File: src/pkg/pdb_pkg.sv
// Package with register map, field positions and types of the peripheral disable bank.
package pdb_pkg;

	// Byte address of the base register and its three aliases.
	localparam logic [7:0]  PDB_ADDR_BASE = 8'hC0;
	localparam logic [7:0]  PDB_ADDR_CLR  = 8'hC4;
	localparam logic [7:0]  PDB_ADDR_SET  = 8'hC8;
	localparam logic [7:0]  PDB_ADDR_INV  = 8'hCC;

	// Documented reset value; variants may override it through a parameter.
	localparam logic [31:0] PDB_RESET_VALUE = 32'h00000000;

	// Field positions of the disable bits.
	localparam int PDB_BIT_QSPI  = 29;
	localparam int PDB_BIT_RTCAL = 16;
	localparam int PDB_BIT_CORE  = 8;
	localparam int PDB_BIT_CONV  = 7;
	localparam int PDB_BIT_ACMP  = 6;
	localparam int PDB_BIT_LVD   = 4;
	localparam int PDB_BIT_LPA   = 3;
	localparam int PDB_BIT_MPA   = 2;
	localparam int PDB_BIT_SRR   = 1;
	localparam int PDB_BIT_MESH  = 0;

	// Mask of implemented bits; every other position reads zero.
	localparam logic [31:0] PDB_IMPL_MASK = 32'h200101DF;

	// Number of peripherals gated by the bank.
	localparam int PDB_NUM_PERIPH = 9;

	// Register operations selected by the address.
	typedef enum logic [1:0]
	{
		PDB_OP_WRITE = 2'b00,
		PDB_OP_CLEAR = 2'b01,
		PDB_OP_SET   = 2'b10,
		PDB_OP_INV   = 2'b11
	} pdb_op_t;

	// Per-peripheral controls that travel together.
	typedef struct packed
	{
		logic in_reset;
		logic clk_enable;
	} pdb_gate_t;

endpackage : pdb_pkg

File: src/rtl/pdb_bank.sv
// Peripheral disable register bank with lock, clear, set and invert aliases.
//
// Chosen here: strobed register access.
`timescale 1ns/1ps
module pdb_bank
	import pdb_pkg::*;
#(
	parameter logic [31:0] RESET_VALUE = PDB_RESET_VALUE
)
(
	input  wire logic        CLOCK,
	input  wire logic        RESET,
	input  wire logic [7:0]  ADDR,
	input  wire logic [31:0] WDATA,
	input  wire logic        WR,
	input  wire logic        RD,
	input  wire logic        WRITE_LOCK,
	output logic [31:0]      RDATA,
	output logic [31:0]      DISABLE_BITS,
	output logic             RT_CALENDAR_OFF,
	output pdb_gate_t [8:0]  PERIPH_GATE
);

	// Behaviour over time, seen from the bus.
	// A write strobe that names the base register or one of its three aliases changes
	// the register at that same edge, unless the lock input is high at that edge.
	// The register itself stays internal. Every visible output is a flip-flop fed from it,
	// so the raw copy and the calendar flag trail the register by one cycle.
	// The gate cells are such flip-flops too, fed from the register, so a peripheral's reset and clock enable
	// change one edge after the write was taken; a short glitch-free delay was
	// preferred to gating clocks straight from the register.
	// Read data appear in the cycle after the read strobe and fall back to zero after it,
	// so a bus that combines several slaves needs no extra select here.
	// Limitation: the bank cannot see the peripherals' interrupt flags. Software has to
	// clear them before it sets a disable bit, or the peripheral is stopped mid-request.
	// Limitation: there is no byte-lane write; every write carries a whole word, and bits
	// without a peripheral are dropped on the way in.

	logic [31:0] disable_q;  // The disable register itself.
	logic [31:0] disable_d;  // Its next value.
	logic        hit;        // Write hits one of the four addresses.
	pdb_op_t     op;         // Operation chosen by the address.
	logic [31:0] rd_d;       // Read data to be registered.

	// Address decode of the base register and its aliases.
	// Any other address leaves hit low, so a stray write is simply ignored.
	// The decode is shared by reads and writes to keep the two views consistent.
	always_comb
	begin
		hit = 1'b1;
		op  = PDB_OP_WRITE;
		unique case (ADDR)
			PDB_ADDR_BASE: op = PDB_OP_WRITE;
			PDB_ADDR_CLR:  op = PDB_OP_CLEAR;
			PDB_ADDR_SET:  op = PDB_OP_SET;
			PDB_ADDR_INV:  op = PDB_OP_INV;
			default:       hit = 1'b0;
		endcase
	end

	// Next value: only implemented bits are ever changed.
	// Masking after the operation means no alias can ever raise a reserved bit.
	// The operation is computed every cycle; the write enable below picks it up.
	always_comb
	begin
		disable_d = disable_q;
		unique case (op)
			PDB_OP_WRITE: disable_d = WDATA;
			PDB_OP_CLEAR: disable_d = disable_q & ~WDATA;
			PDB_OP_SET:   disable_d = disable_q | WDATA;
			PDB_OP_INV:   disable_d = disable_q ^ WDATA;
		endcase
		disable_d = disable_d & PDB_IMPL_MASK;
	end

	// Register update; the lock input blocks every form of write.
	// The lock is sampled at the same edge as the strobe, so a lock raised in the
	// cycle of a write already protects that write.
	always_ff @(posedge CLOCK)
	begin
		if (RESET)
		begin
			disable_q <= RESET_VALUE & PDB_IMPL_MASK;
		end
		else if (WR && hit && !WRITE_LOCK)
		begin
			disable_q <= disable_d;
		end
	end

	// All four addresses read back the disable register; others read zero.
	assign rd_d = (hit ? disable_q : 32'h00000000);

	// Read data stand only in the cycle after the read strobe.
	// Returning zero between reads lets the read data be combined with other
	// slaves on a shared return path without a multiplexer.
	always_ff @(posedge CLOCK)
	begin
		if (RESET)
		begin
			RDATA <= 32'h00000000;
		end
		else
		begin
			RDATA <= RD ? rd_d : 32'h00000000;
		end
	end

	// Raw bits out, and the calendar flag which has no effect here.
	always_ff @(posedge CLOCK)
	begin
		if (RESET)
		begin
			DISABLE_BITS    <= 32'h00000000;
			RT_CALENDAR_OFF <= 1'b0;
		end
		else
		begin
			DISABLE_BITS    <= disable_q;
			RT_CALENDAR_OFF <= disable_q[PDB_BIT_RTCAL];
		end
	end

	// Gated peripherals in index order: mesh, short-range, MPA, LPA, LVD,
	// comparator, converter controller, shared core, quad serial memory.
	logic [8:0] gate_src;
	assign gate_src = {disable_q[PDB_BIT_QSPI],
	                   disable_q[PDB_BIT_CORE],
	                   disable_q[PDB_BIT_CONV],
	                   disable_q[PDB_BIT_ACMP],
	                   disable_q[PDB_BIT_LVD],
	                   disable_q[PDB_BIT_LPA],
	                   disable_q[PDB_BIT_MPA],
	                   disable_q[PDB_BIT_SRR],
	                   disable_q[PDB_BIT_MESH]};

	// One gate cell per peripheral; the shared core gate also covers its
	// shared converter resources downstream.
	genvar g;
	generate
		for (g = 0; g < PDB_NUM_PERIPH; g++)
		begin : g_gate
			pdb_gate u_gate
			(
				.clk         (CLOCK),
				.rst         (RESET),
				.disable_bit (gate_src[g]),
				.gate        (PERIPH_GATE[g])
			);
		end
	endgenerate

	// Locked writes must leave the register unchanged.
	AST_LOCK_HOLDS: assert property (@(posedge CLOCK) disable iff (RESET)
		(WR && WRITE_LOCK) |=> $stable(disable_q))
		else $error("Locked write changed the register.");

	// A set alias write sets the implemented bits written.
	AST_SET_ALIAS: assert property (@(posedge CLOCK) disable iff (RESET)
		(WR && !WRITE_LOCK && ADDR == PDB_ADDR_SET)
		|=> ((disable_q & $past(WDATA) & PDB_IMPL_MASK) == ($past(WDATA) & PDB_IMPL_MASK)))
		else $error("Set alias failed to set bits.");

	// A clear alias write clears the bits written.
	AST_CLR_ALIAS: assert property (@(posedge CLOCK) disable iff (RESET)
		(WR && !WRITE_LOCK && ADDR == PDB_ADDR_CLR) |=> ((disable_q & $past(WDATA)) == 32'h00000000))
		else $error("Clear alias failed to clear bits.");

	// An invert alias write flips the written bits.
	AST_INV_ALIAS: assert property (@(posedge CLOCK) disable iff (RESET)
		(WR && !WRITE_LOCK && ADDR == PDB_ADDR_INV)
		|=> (disable_q == (($past(disable_q) ^ $past(WDATA)) & PDB_IMPL_MASK)))
		else $error("Invert alias result wrong.");

	// Unassigned bits never become one.
	AST_RESERVED_ZERO: assert property (@(posedge CLOCK) disable iff (RESET)
		(disable_q & ~PDB_IMPL_MASK) == 32'h00000000)
		else $error("Reserved bit set.");

	// The quad serial memory gate is held off one cycle after bit 29 rises.
	AST_QSPI_GATE: assert property (@(posedge CLOCK) disable iff (RESET)
		$rose(disable_q[PDB_BIT_QSPI]) |=> (PERIPH_GATE[8].in_reset && !PERIPH_GATE[8].clk_enable))
		else $error("Quad serial memory not held off.");

	// Mesh radio gate follows bit 0 and releases with its clock.
	AST_MESH_GATE: assert property (@(posedge CLOCK) disable iff (RESET)
		$fell(disable_q[PDB_BIT_MESH]) |=> (!PERIPH_GATE[0].in_reset && PERIPH_GATE[0].clk_enable))
		else $error("Mesh radio not released.");

	// Calendar flag tracks bit 16 one cycle later.
	AST_CAL_FLAG: assert property (@(posedge CLOCK) disable iff (RESET)
		##1 (RT_CALENDAR_OFF == $past(disable_q[PDB_BIT_RTCAL])))
		else $error("Calendar flag mismatch.");

	// Unmapped reads answer zero in the next cycle.
	AST_UNMAPPED_READ: assert property (@(posedge CLOCK) disable iff (RESET)
		(RD && !hit) |=> (RDATA == 32'h00000000))
		else $error("Unmapped read not zero.");

	// A plain write to the base address loads every implemented bit written.
	AST_BASE_WRITE: assert property (@(posedge CLOCK) disable iff (RESET)
		(WR && !WRITE_LOCK && ADDR == PDB_ADDR_BASE)
		|=> (disable_q == ($past(WDATA) & PDB_IMPL_MASK)))
		else $error("Base write did not load the register.");

	// A clear alias write leaves every bit that was not written alone.
	AST_CLR_KEEPS: assert property (@(posedge CLOCK) disable iff (RESET)
		(WR && !WRITE_LOCK && ADDR == PDB_ADDR_CLR)
		|=> (disable_q == ($past(disable_q) & ~$past(WDATA) & PDB_IMPL_MASK)))
		else $error("Clear alias disturbed other bits.");

	// A set alias write leaves every bit that was not written alone.
	AST_SET_KEEPS: assert property (@(posedge CLOCK) disable iff (RESET)
		(WR && !WRITE_LOCK && ADDR == PDB_ADDR_SET)
		|=> (disable_q == (($past(disable_q) | $past(WDATA)) & PDB_IMPL_MASK)))
		else $error("Set alias disturbed other bits.");

	// A write to any other address is dropped without a trace.
	AST_UNMAPPED_WRITE: assert property (@(posedge CLOCK) disable iff (RESET)
		(WR && !hit) |=> $stable(disable_q))
		else $error("Unmapped write changed the register.");

	// Every mapped read returns the register as it stood when the strobe was taken.
	AST_READ_DATA: assert property (@(posedge CLOCK) disable iff (RESET)
		(RD && hit) |=> (RDATA == $past(disable_q)))
		else $error("Read data differ from the register.");

	// Read data last one cycle; without a read strobe the bus reads zero.
	AST_READ_IDLE: assert property (@(posedge CLOCK) disable iff (RESET)
		!RD |=> (RDATA == 32'h00000000))
		else $error("Read data outlived their cycle.");

	// The raw copy trails the register by one cycle outside reset.
	AST_BITS_COPY: assert property (@(posedge CLOCK) disable iff (RESET)
		!RESET |=> (DISABLE_BITS == $past(disable_q)))
		else $error("Raw disable copy out of step.");

	// Clearing bit 29 releases the quad serial memory and its clocks.
	AST_QSPI_RELEASE: assert property (@(posedge CLOCK) disable iff (RESET)
		$fell(disable_q[PDB_BIT_QSPI]) |=> (!PERIPH_GATE[8].in_reset && PERIPH_GATE[8].clk_enable))
		else $error("Quad serial memory not released.");

	// Setting bit 0 holds the mesh radio and stops its clocks.
	AST_MESH_HELD: assert property (@(posedge CLOCK) disable iff (RESET)
		$rose(disable_q[PDB_BIT_MESH]) |=> (PERIPH_GATE[0].in_reset && !PERIPH_GATE[0].clk_enable))
		else $error("Mesh radio not held off.");

	// Setting bit 8 holds the shared converter core and its shared resources.
	AST_CORE_GATE: assert property (@(posedge CLOCK) disable iff (RESET)
		$rose(disable_q[PDB_BIT_CORE]) |=> (PERIPH_GATE[7].in_reset && !PERIPH_GATE[7].clk_enable))
		else $error("Shared converter core not held off.");

	// Setting bit 7 holds the converter controller.
	AST_CONV_GATE: assert property (@(posedge CLOCK) disable iff (RESET)
		$rose(disable_q[PDB_BIT_CONV]) |=> (PERIPH_GATE[6].in_reset && !PERIPH_GATE[6].clk_enable))
		else $error("Converter controller not held off.");

	// Setting bit 6 holds the analog comparator.
	AST_ACMP_GATE: assert property (@(posedge CLOCK) disable iff (RESET)
		$rose(disable_q[PDB_BIT_ACMP]) |=> (PERIPH_GATE[5].in_reset && !PERIPH_GATE[5].clk_enable))
		else $error("Analog comparator not held off.");

	// Setting bit 4 holds the low-voltage detector together with its detector function.
	AST_LVD_GATE: assert property (@(posedge CLOCK) disable iff (RESET)
		$rose(disable_q[PDB_BIT_LVD]) |=> (PERIPH_GATE[4].in_reset && !PERIPH_GATE[4].clk_enable))
		else $error("Low-voltage detector not held off.");

	// Setting bit 3 holds the low-power amplifier.
	AST_LPA_GATE: assert property (@(posedge CLOCK) disable iff (RESET)
		$rose(disable_q[PDB_BIT_LPA]) |=> (PERIPH_GATE[3].in_reset && !PERIPH_GATE[3].clk_enable))
		else $error("Low-power amplifier not held off.");

	// Setting bit 2 holds the medium-power amplifier.
	AST_MPA_GATE: assert property (@(posedge CLOCK) disable iff (RESET)
		$rose(disable_q[PDB_BIT_MPA]) |=> (PERIPH_GATE[2].in_reset && !PERIPH_GATE[2].clk_enable))
		else $error("Medium-power amplifier not held off.");

	// Setting bit 1 holds the short-range radio.
	AST_SRR_GATE: assert property (@(posedge CLOCK) disable iff (RESET)
		$rose(disable_q[PDB_BIT_SRR]) |=> (PERIPH_GATE[1].in_reset && !PERIPH_GATE[1].clk_enable))
		else $error("Short-range radio not held off.");

	// Every gate cell holds its peripheral in reset exactly while its bit is one,
	// and its clock enable is the inverse, one cycle behind the register.
	genvar a;
	generate
		for (a = 0; a < PDB_NUM_PERIPH; a++)
		begin : g_gate_chk
			AST_GATE_HELD: assert property (@(posedge CLOCK) disable iff (RESET)
				!RESET |=> (PERIPH_GATE[a].in_reset == $past(gate_src[a])))
				else $error("Gate reset does not follow its disable bit.");

			AST_GATE_CLOCK: assert property (@(posedge CLOCK) disable iff (RESET)
				!RESET |=> (PERIPH_GATE[a].clk_enable == !$past(gate_src[a])))
				else $error("Gate clock enable does not follow its disable bit.");
		end
	endgenerate

endmodule : pdb_bank

File: src/rtl/pdb_gate.sv
// One peripheral's reset and clock-enable cell driven by its disable bit.
`timescale 1ns/1ps
module pdb_gate
	import pdb_pkg::*;
(
	input  wire logic      clk,
	input  wire logic      rst,
	input  wire logic      disable_bit,
	output pdb_gate_t      gate
);

	// Registered so that reset and clock enable move together with no glitch;
	// reset leaves the peripheral held until the bank has loaded its value.
	always_ff @(posedge clk)
	begin
		if (rst)
		begin
			gate <= '{in_reset: 1'b1, clk_enable: 1'b0};
		end
		else
		begin
			gate.in_reset   <= disable_bit;
			gate.clk_enable <= ~disable_bit;
		end
	end

endmodule : pdb_gate

File: config.mk
export PLATFORM = sky130hd
export DESIGN_NAME = pdb_bank
export DESIGN_NICKNAME = d
export VERILOG_FILES = /design/src/pkg/pdb_pkg.sv /design/src/rtl/pdb_bank.sv /design/src/rtl/pdb_gate.sv
export SDC_FILE = /design/constraint.sdc
export NUM_CORES = 1
export LEC_CHECK = 0
export BUFFER_PORTS_ARGS = -buffer_cell sky130_fd_sc_hd__clkbuf_2
export CORE_MARGIN = 2
export CORE_UTILIZATION = 45
export DETAILED_ROUTE_END_ITERATION = 6
export GPL_TIMING_DRIVEN = 0
export PLACE_DENSITY = 0.78
export SYNTH_ARGS = -nofsm -noshare
export SYNTH_HDL_FRONTEND = slang
export SYNTH_HIERARCHICAL = 1
export SYNTH_SLANG_ARGS = --single-unit
export TNS_END_PERCENT = 1
File: constraint.sdc
create_clock -name CLOCK -period 2 [get_ports CLOCK]
set_input_delay 0.3 -clock CLOCK [delete_from_list [all_inputs] [get_ports CLOCK]]
set_output_delay 0.3 -clock CLOCK [all_outputs]
set_load 0.01 [all_outputs]
==> results.json <==
{
  "status": "finished, final reports clean",
  "synthTopCellsByArea": "dfxtp_1 (41%), buf_4 (14%), ha_1 (11%), nor2_1 (4.6%), nor2b_1 (4.5%)",
  "startpoint_type": "input port",
  "antenna_found_initial": 0,
  "worstSetupPathType": "input port to flip-flop",
  "finalHoldViolations": 0,
  "postCtsResizedCells": 0,
  "start_util_pct": 46.4,
  "dieWidth_um": 76.4,
  "die_y_um": 76.4,
  "hpwl_um": 3470,
  "cts_buffers": 5,
  "grt.overflow.total": 0,
  "drt_iter0_drc": 58,
  "viasPerCell": 4.20,
  "ys_warn_count": 6,
  "routed_wl_um": 4790,
  "clk_path_buf_depth": 2,
  "holdCritPathClass": "input port to flip-flop",
  "ios": 128,
  "max-slew-margin-rel_pct": 25.0,
  "p_leak_uw": 0.00156,
  "drc_errors": 0,
  "cts_hold_buf": 0,
  "peakVddDrop_mv": 0.341,
  "holdWs_ns": 0.285,
  "ys.flop_type": "dfxtp_1",
  "drt_pass1_iterations": 4,
  "p_int_uw": 1380,
  "critical-path-slowest-cell": "a41oi_1",
  "finalSetupTns_ns": 0,
  "row_count": 26,
  "cts-root-buf": "clkbuf_8",
  "p_clk_share_pct": 31.9,
  "crit_arrival_ns": 1.80,
  "worstSkewPairLatency_ns": 0.30,
  "clock_sinks": 48,
  "core-area_mm2": 0.00507,
  "grt_pass1_vias": 1639,
  "critPathMaxStageDelay_ns": 0.93,
  "p_switching_uw": 438,
  "clk_pin_slew_ns": 0.08,
  "fin_worst_skew_ns": 0.00711,
  "min_period_ns": 1.59,
  "synth_commonest_cells": "dfxtp_1 (48), buf_4 (45), nor2_1 (29)",
  "grt_pass1_wl_um": 7730,
  "postRouteAntennaNets": 0,
  "fmax_mhz": 630,
  "synth_most_common_cell": "dfxtp_1",
  "worst_pin_slew_ns": 1.11,
  "htreeDepth": 2,
  "grt_max_degree": 23,
  "cp.required_ns": 2.21,
  "fin_crit_sh_pct": 79.4,
  "cp_max_fo": 22,
  "final_max_slew_viol_count": 0,
  "setup_viol": 0,
  "yosysSeqAreaShare_pct": 40.8,
  "synth_cells": 267,
  "synth_seq_cells": 48,
  "avgSynthCellArea_um2": 8.82,
  "die_area_mm2": 0.00583,
  "powerDensity_mw_per_mm2": 606,
  "worst_path_dominant_cell_family": "compound AO/OA/AOI/OAI gates",
  "synth-edff-count": 0,
  "area_delta_synth_final_pct": 27.4,
  "cts_tree": "built",
  "post_cts_buffers": 0,
  "gp_congestion": 0.724,
  "grt_usage_pct": 16.7,
  "syn_area_mm2": 0.00236,
  "port_buffers": 61,
  "drive_above_1_share_pct": 33.5,
  "vias": 1887,
  "reg2reg_slack_ns": 0.58,
  "p_seq_share_pct": 53.9,
  "crit_buf_inv": 1,
  "layout.nets": 443,
  "rsz0062_at_grt": "no",
  "synth_top_area_share_pct": 40.8,
  "sw_frac_of_total_pct": 24.1,
  "maxCapViolations": 0,
  "async_reset_ff_share_pct": 0,
  "synth_top_area_cell": "dfxtp_1",
  "post_drt_wl_per_cell_um": 10.7,
  "critPathCaptureType": "flip-flop",
  "cp_cell_sequence": "clkbuf_2, a41oi_1, nand2_1, o31ai_1",
  "synth_cell_types": 26,
  "n_antenna_cell": 0,
  "pwr-share-comb_pct": 14.2
}
## flip-flops by register name, summed over array words and instances, names as in the netlist
name                flops
disable_q              10
DISABLE_BITS           10
g_gate.u_gate/gate     18
RDATA                  10
## layer usage
layer | vias up | part of all wire [%] | GRT usage (%) | wire length (µm)
met3 | 3 | 8.9 | 4.98 | 427
met5 | - | 0 | 0 | 0
met1 | 826 | 41 | 20.6 | 1970
met4 | 0 | 0.90 | 4.91 | 43
met2 | 86 | 49 | 28.2 | 2350
li1 | 972 | - | - | -
## placed cells by master (no fill, tap or decap), drive strengths merged, types with 2 or more instances in the layout
| master | n |
|---|---|
| o211ai | 2 |
| nor3 | 2 |
| nand2 | 14 |
| o21ai | 8 |
| or2 | 19 |
| ha | 20 |
| o31ai | 10 |
| conb | 44 |
| and2 | 10 |
| buf | 45 |
| a21oi | 10 |
| dfxtp | 48 |
| clkbuf | 74 |
| inv | 20 |
| nor2b | 17 |
| nor2 | 30 |
## logic make-up (layout without fill, tap and decap cells)
kind of cell,count (synthesis),after routing,synth area share (%)
and+or+nand+nor,97,97,22.1
buffers and inverters,70,139,18.3
DFF,48,48,40.8
AOI/OAI and AO/OA,31,31,8.02
adders and majority gates,20,20,10.6
other,1,44,0.159
## stage by stage
| stage | worst slack, ns | total power [µW] | cells | util (%) | instance area (µm²) |
|---|---|---|---|---|---|
| CTS | 0.409 | 1830 | 449 | 59.1 | 3000 |
| detailed placement | 0.136 | 1260 | 441 | 57.3 | 2910 |
| finish | 0.412 | 1820 | 449 | 59.1 | 3000 |
| floorplan | 0.494 | 1190 | 310 | - | 2520 |
| global route | 0.209 | 1910 | 449 | 59.1 | 3000 |
| global placement | 0.144 | 1250 | 441 | 57.3 | 2910 |
## worst paths after layout
check,start,to,depth (start not counted)
hold reg to reg,disable_q[4],g_gate[4].u_gate/gate[0],1
setup reg to reg,disable_q[29],disable_q[29],6
hold / removal,WDATA[7],disable_q[7],3
setup / recovery,RESET,disable_q[29],4
## cell type report
type | instances | area, µm²
Fill cell | 486 | 2070
Multi-Input combinational cell | 192 | 1120
Sequential cell | 48 | 961
Buffer | 50 | 357
Timing Repair Buffer | 61 | 305
Clock buffer | 8 | 90.1
Tap cell | 70 | 87.6
Inverter | 20 | 75.1
## power groups by stage
stage               clock (µW)  combinational [µW]  sequential [µW]
finish                     579                 258              980
global route               637                 287              982
CTS                        595                 256              980
detailed placement           0                 254             1000
global placement             0                 250             1000
floorplan                    0                 174             1010
## worst register-to-register path, cell delays in order (launching register included)
cell and delay [ns]:
dfxtp_1 0.41, inv_1 0.09, ha_1 0.27, nor2b_1 0.03
o21ai_0 0.18, a21oi_1 0.11, o31ai_1 0.25
No activity file was read; power rests on OpenSTA's default activity.
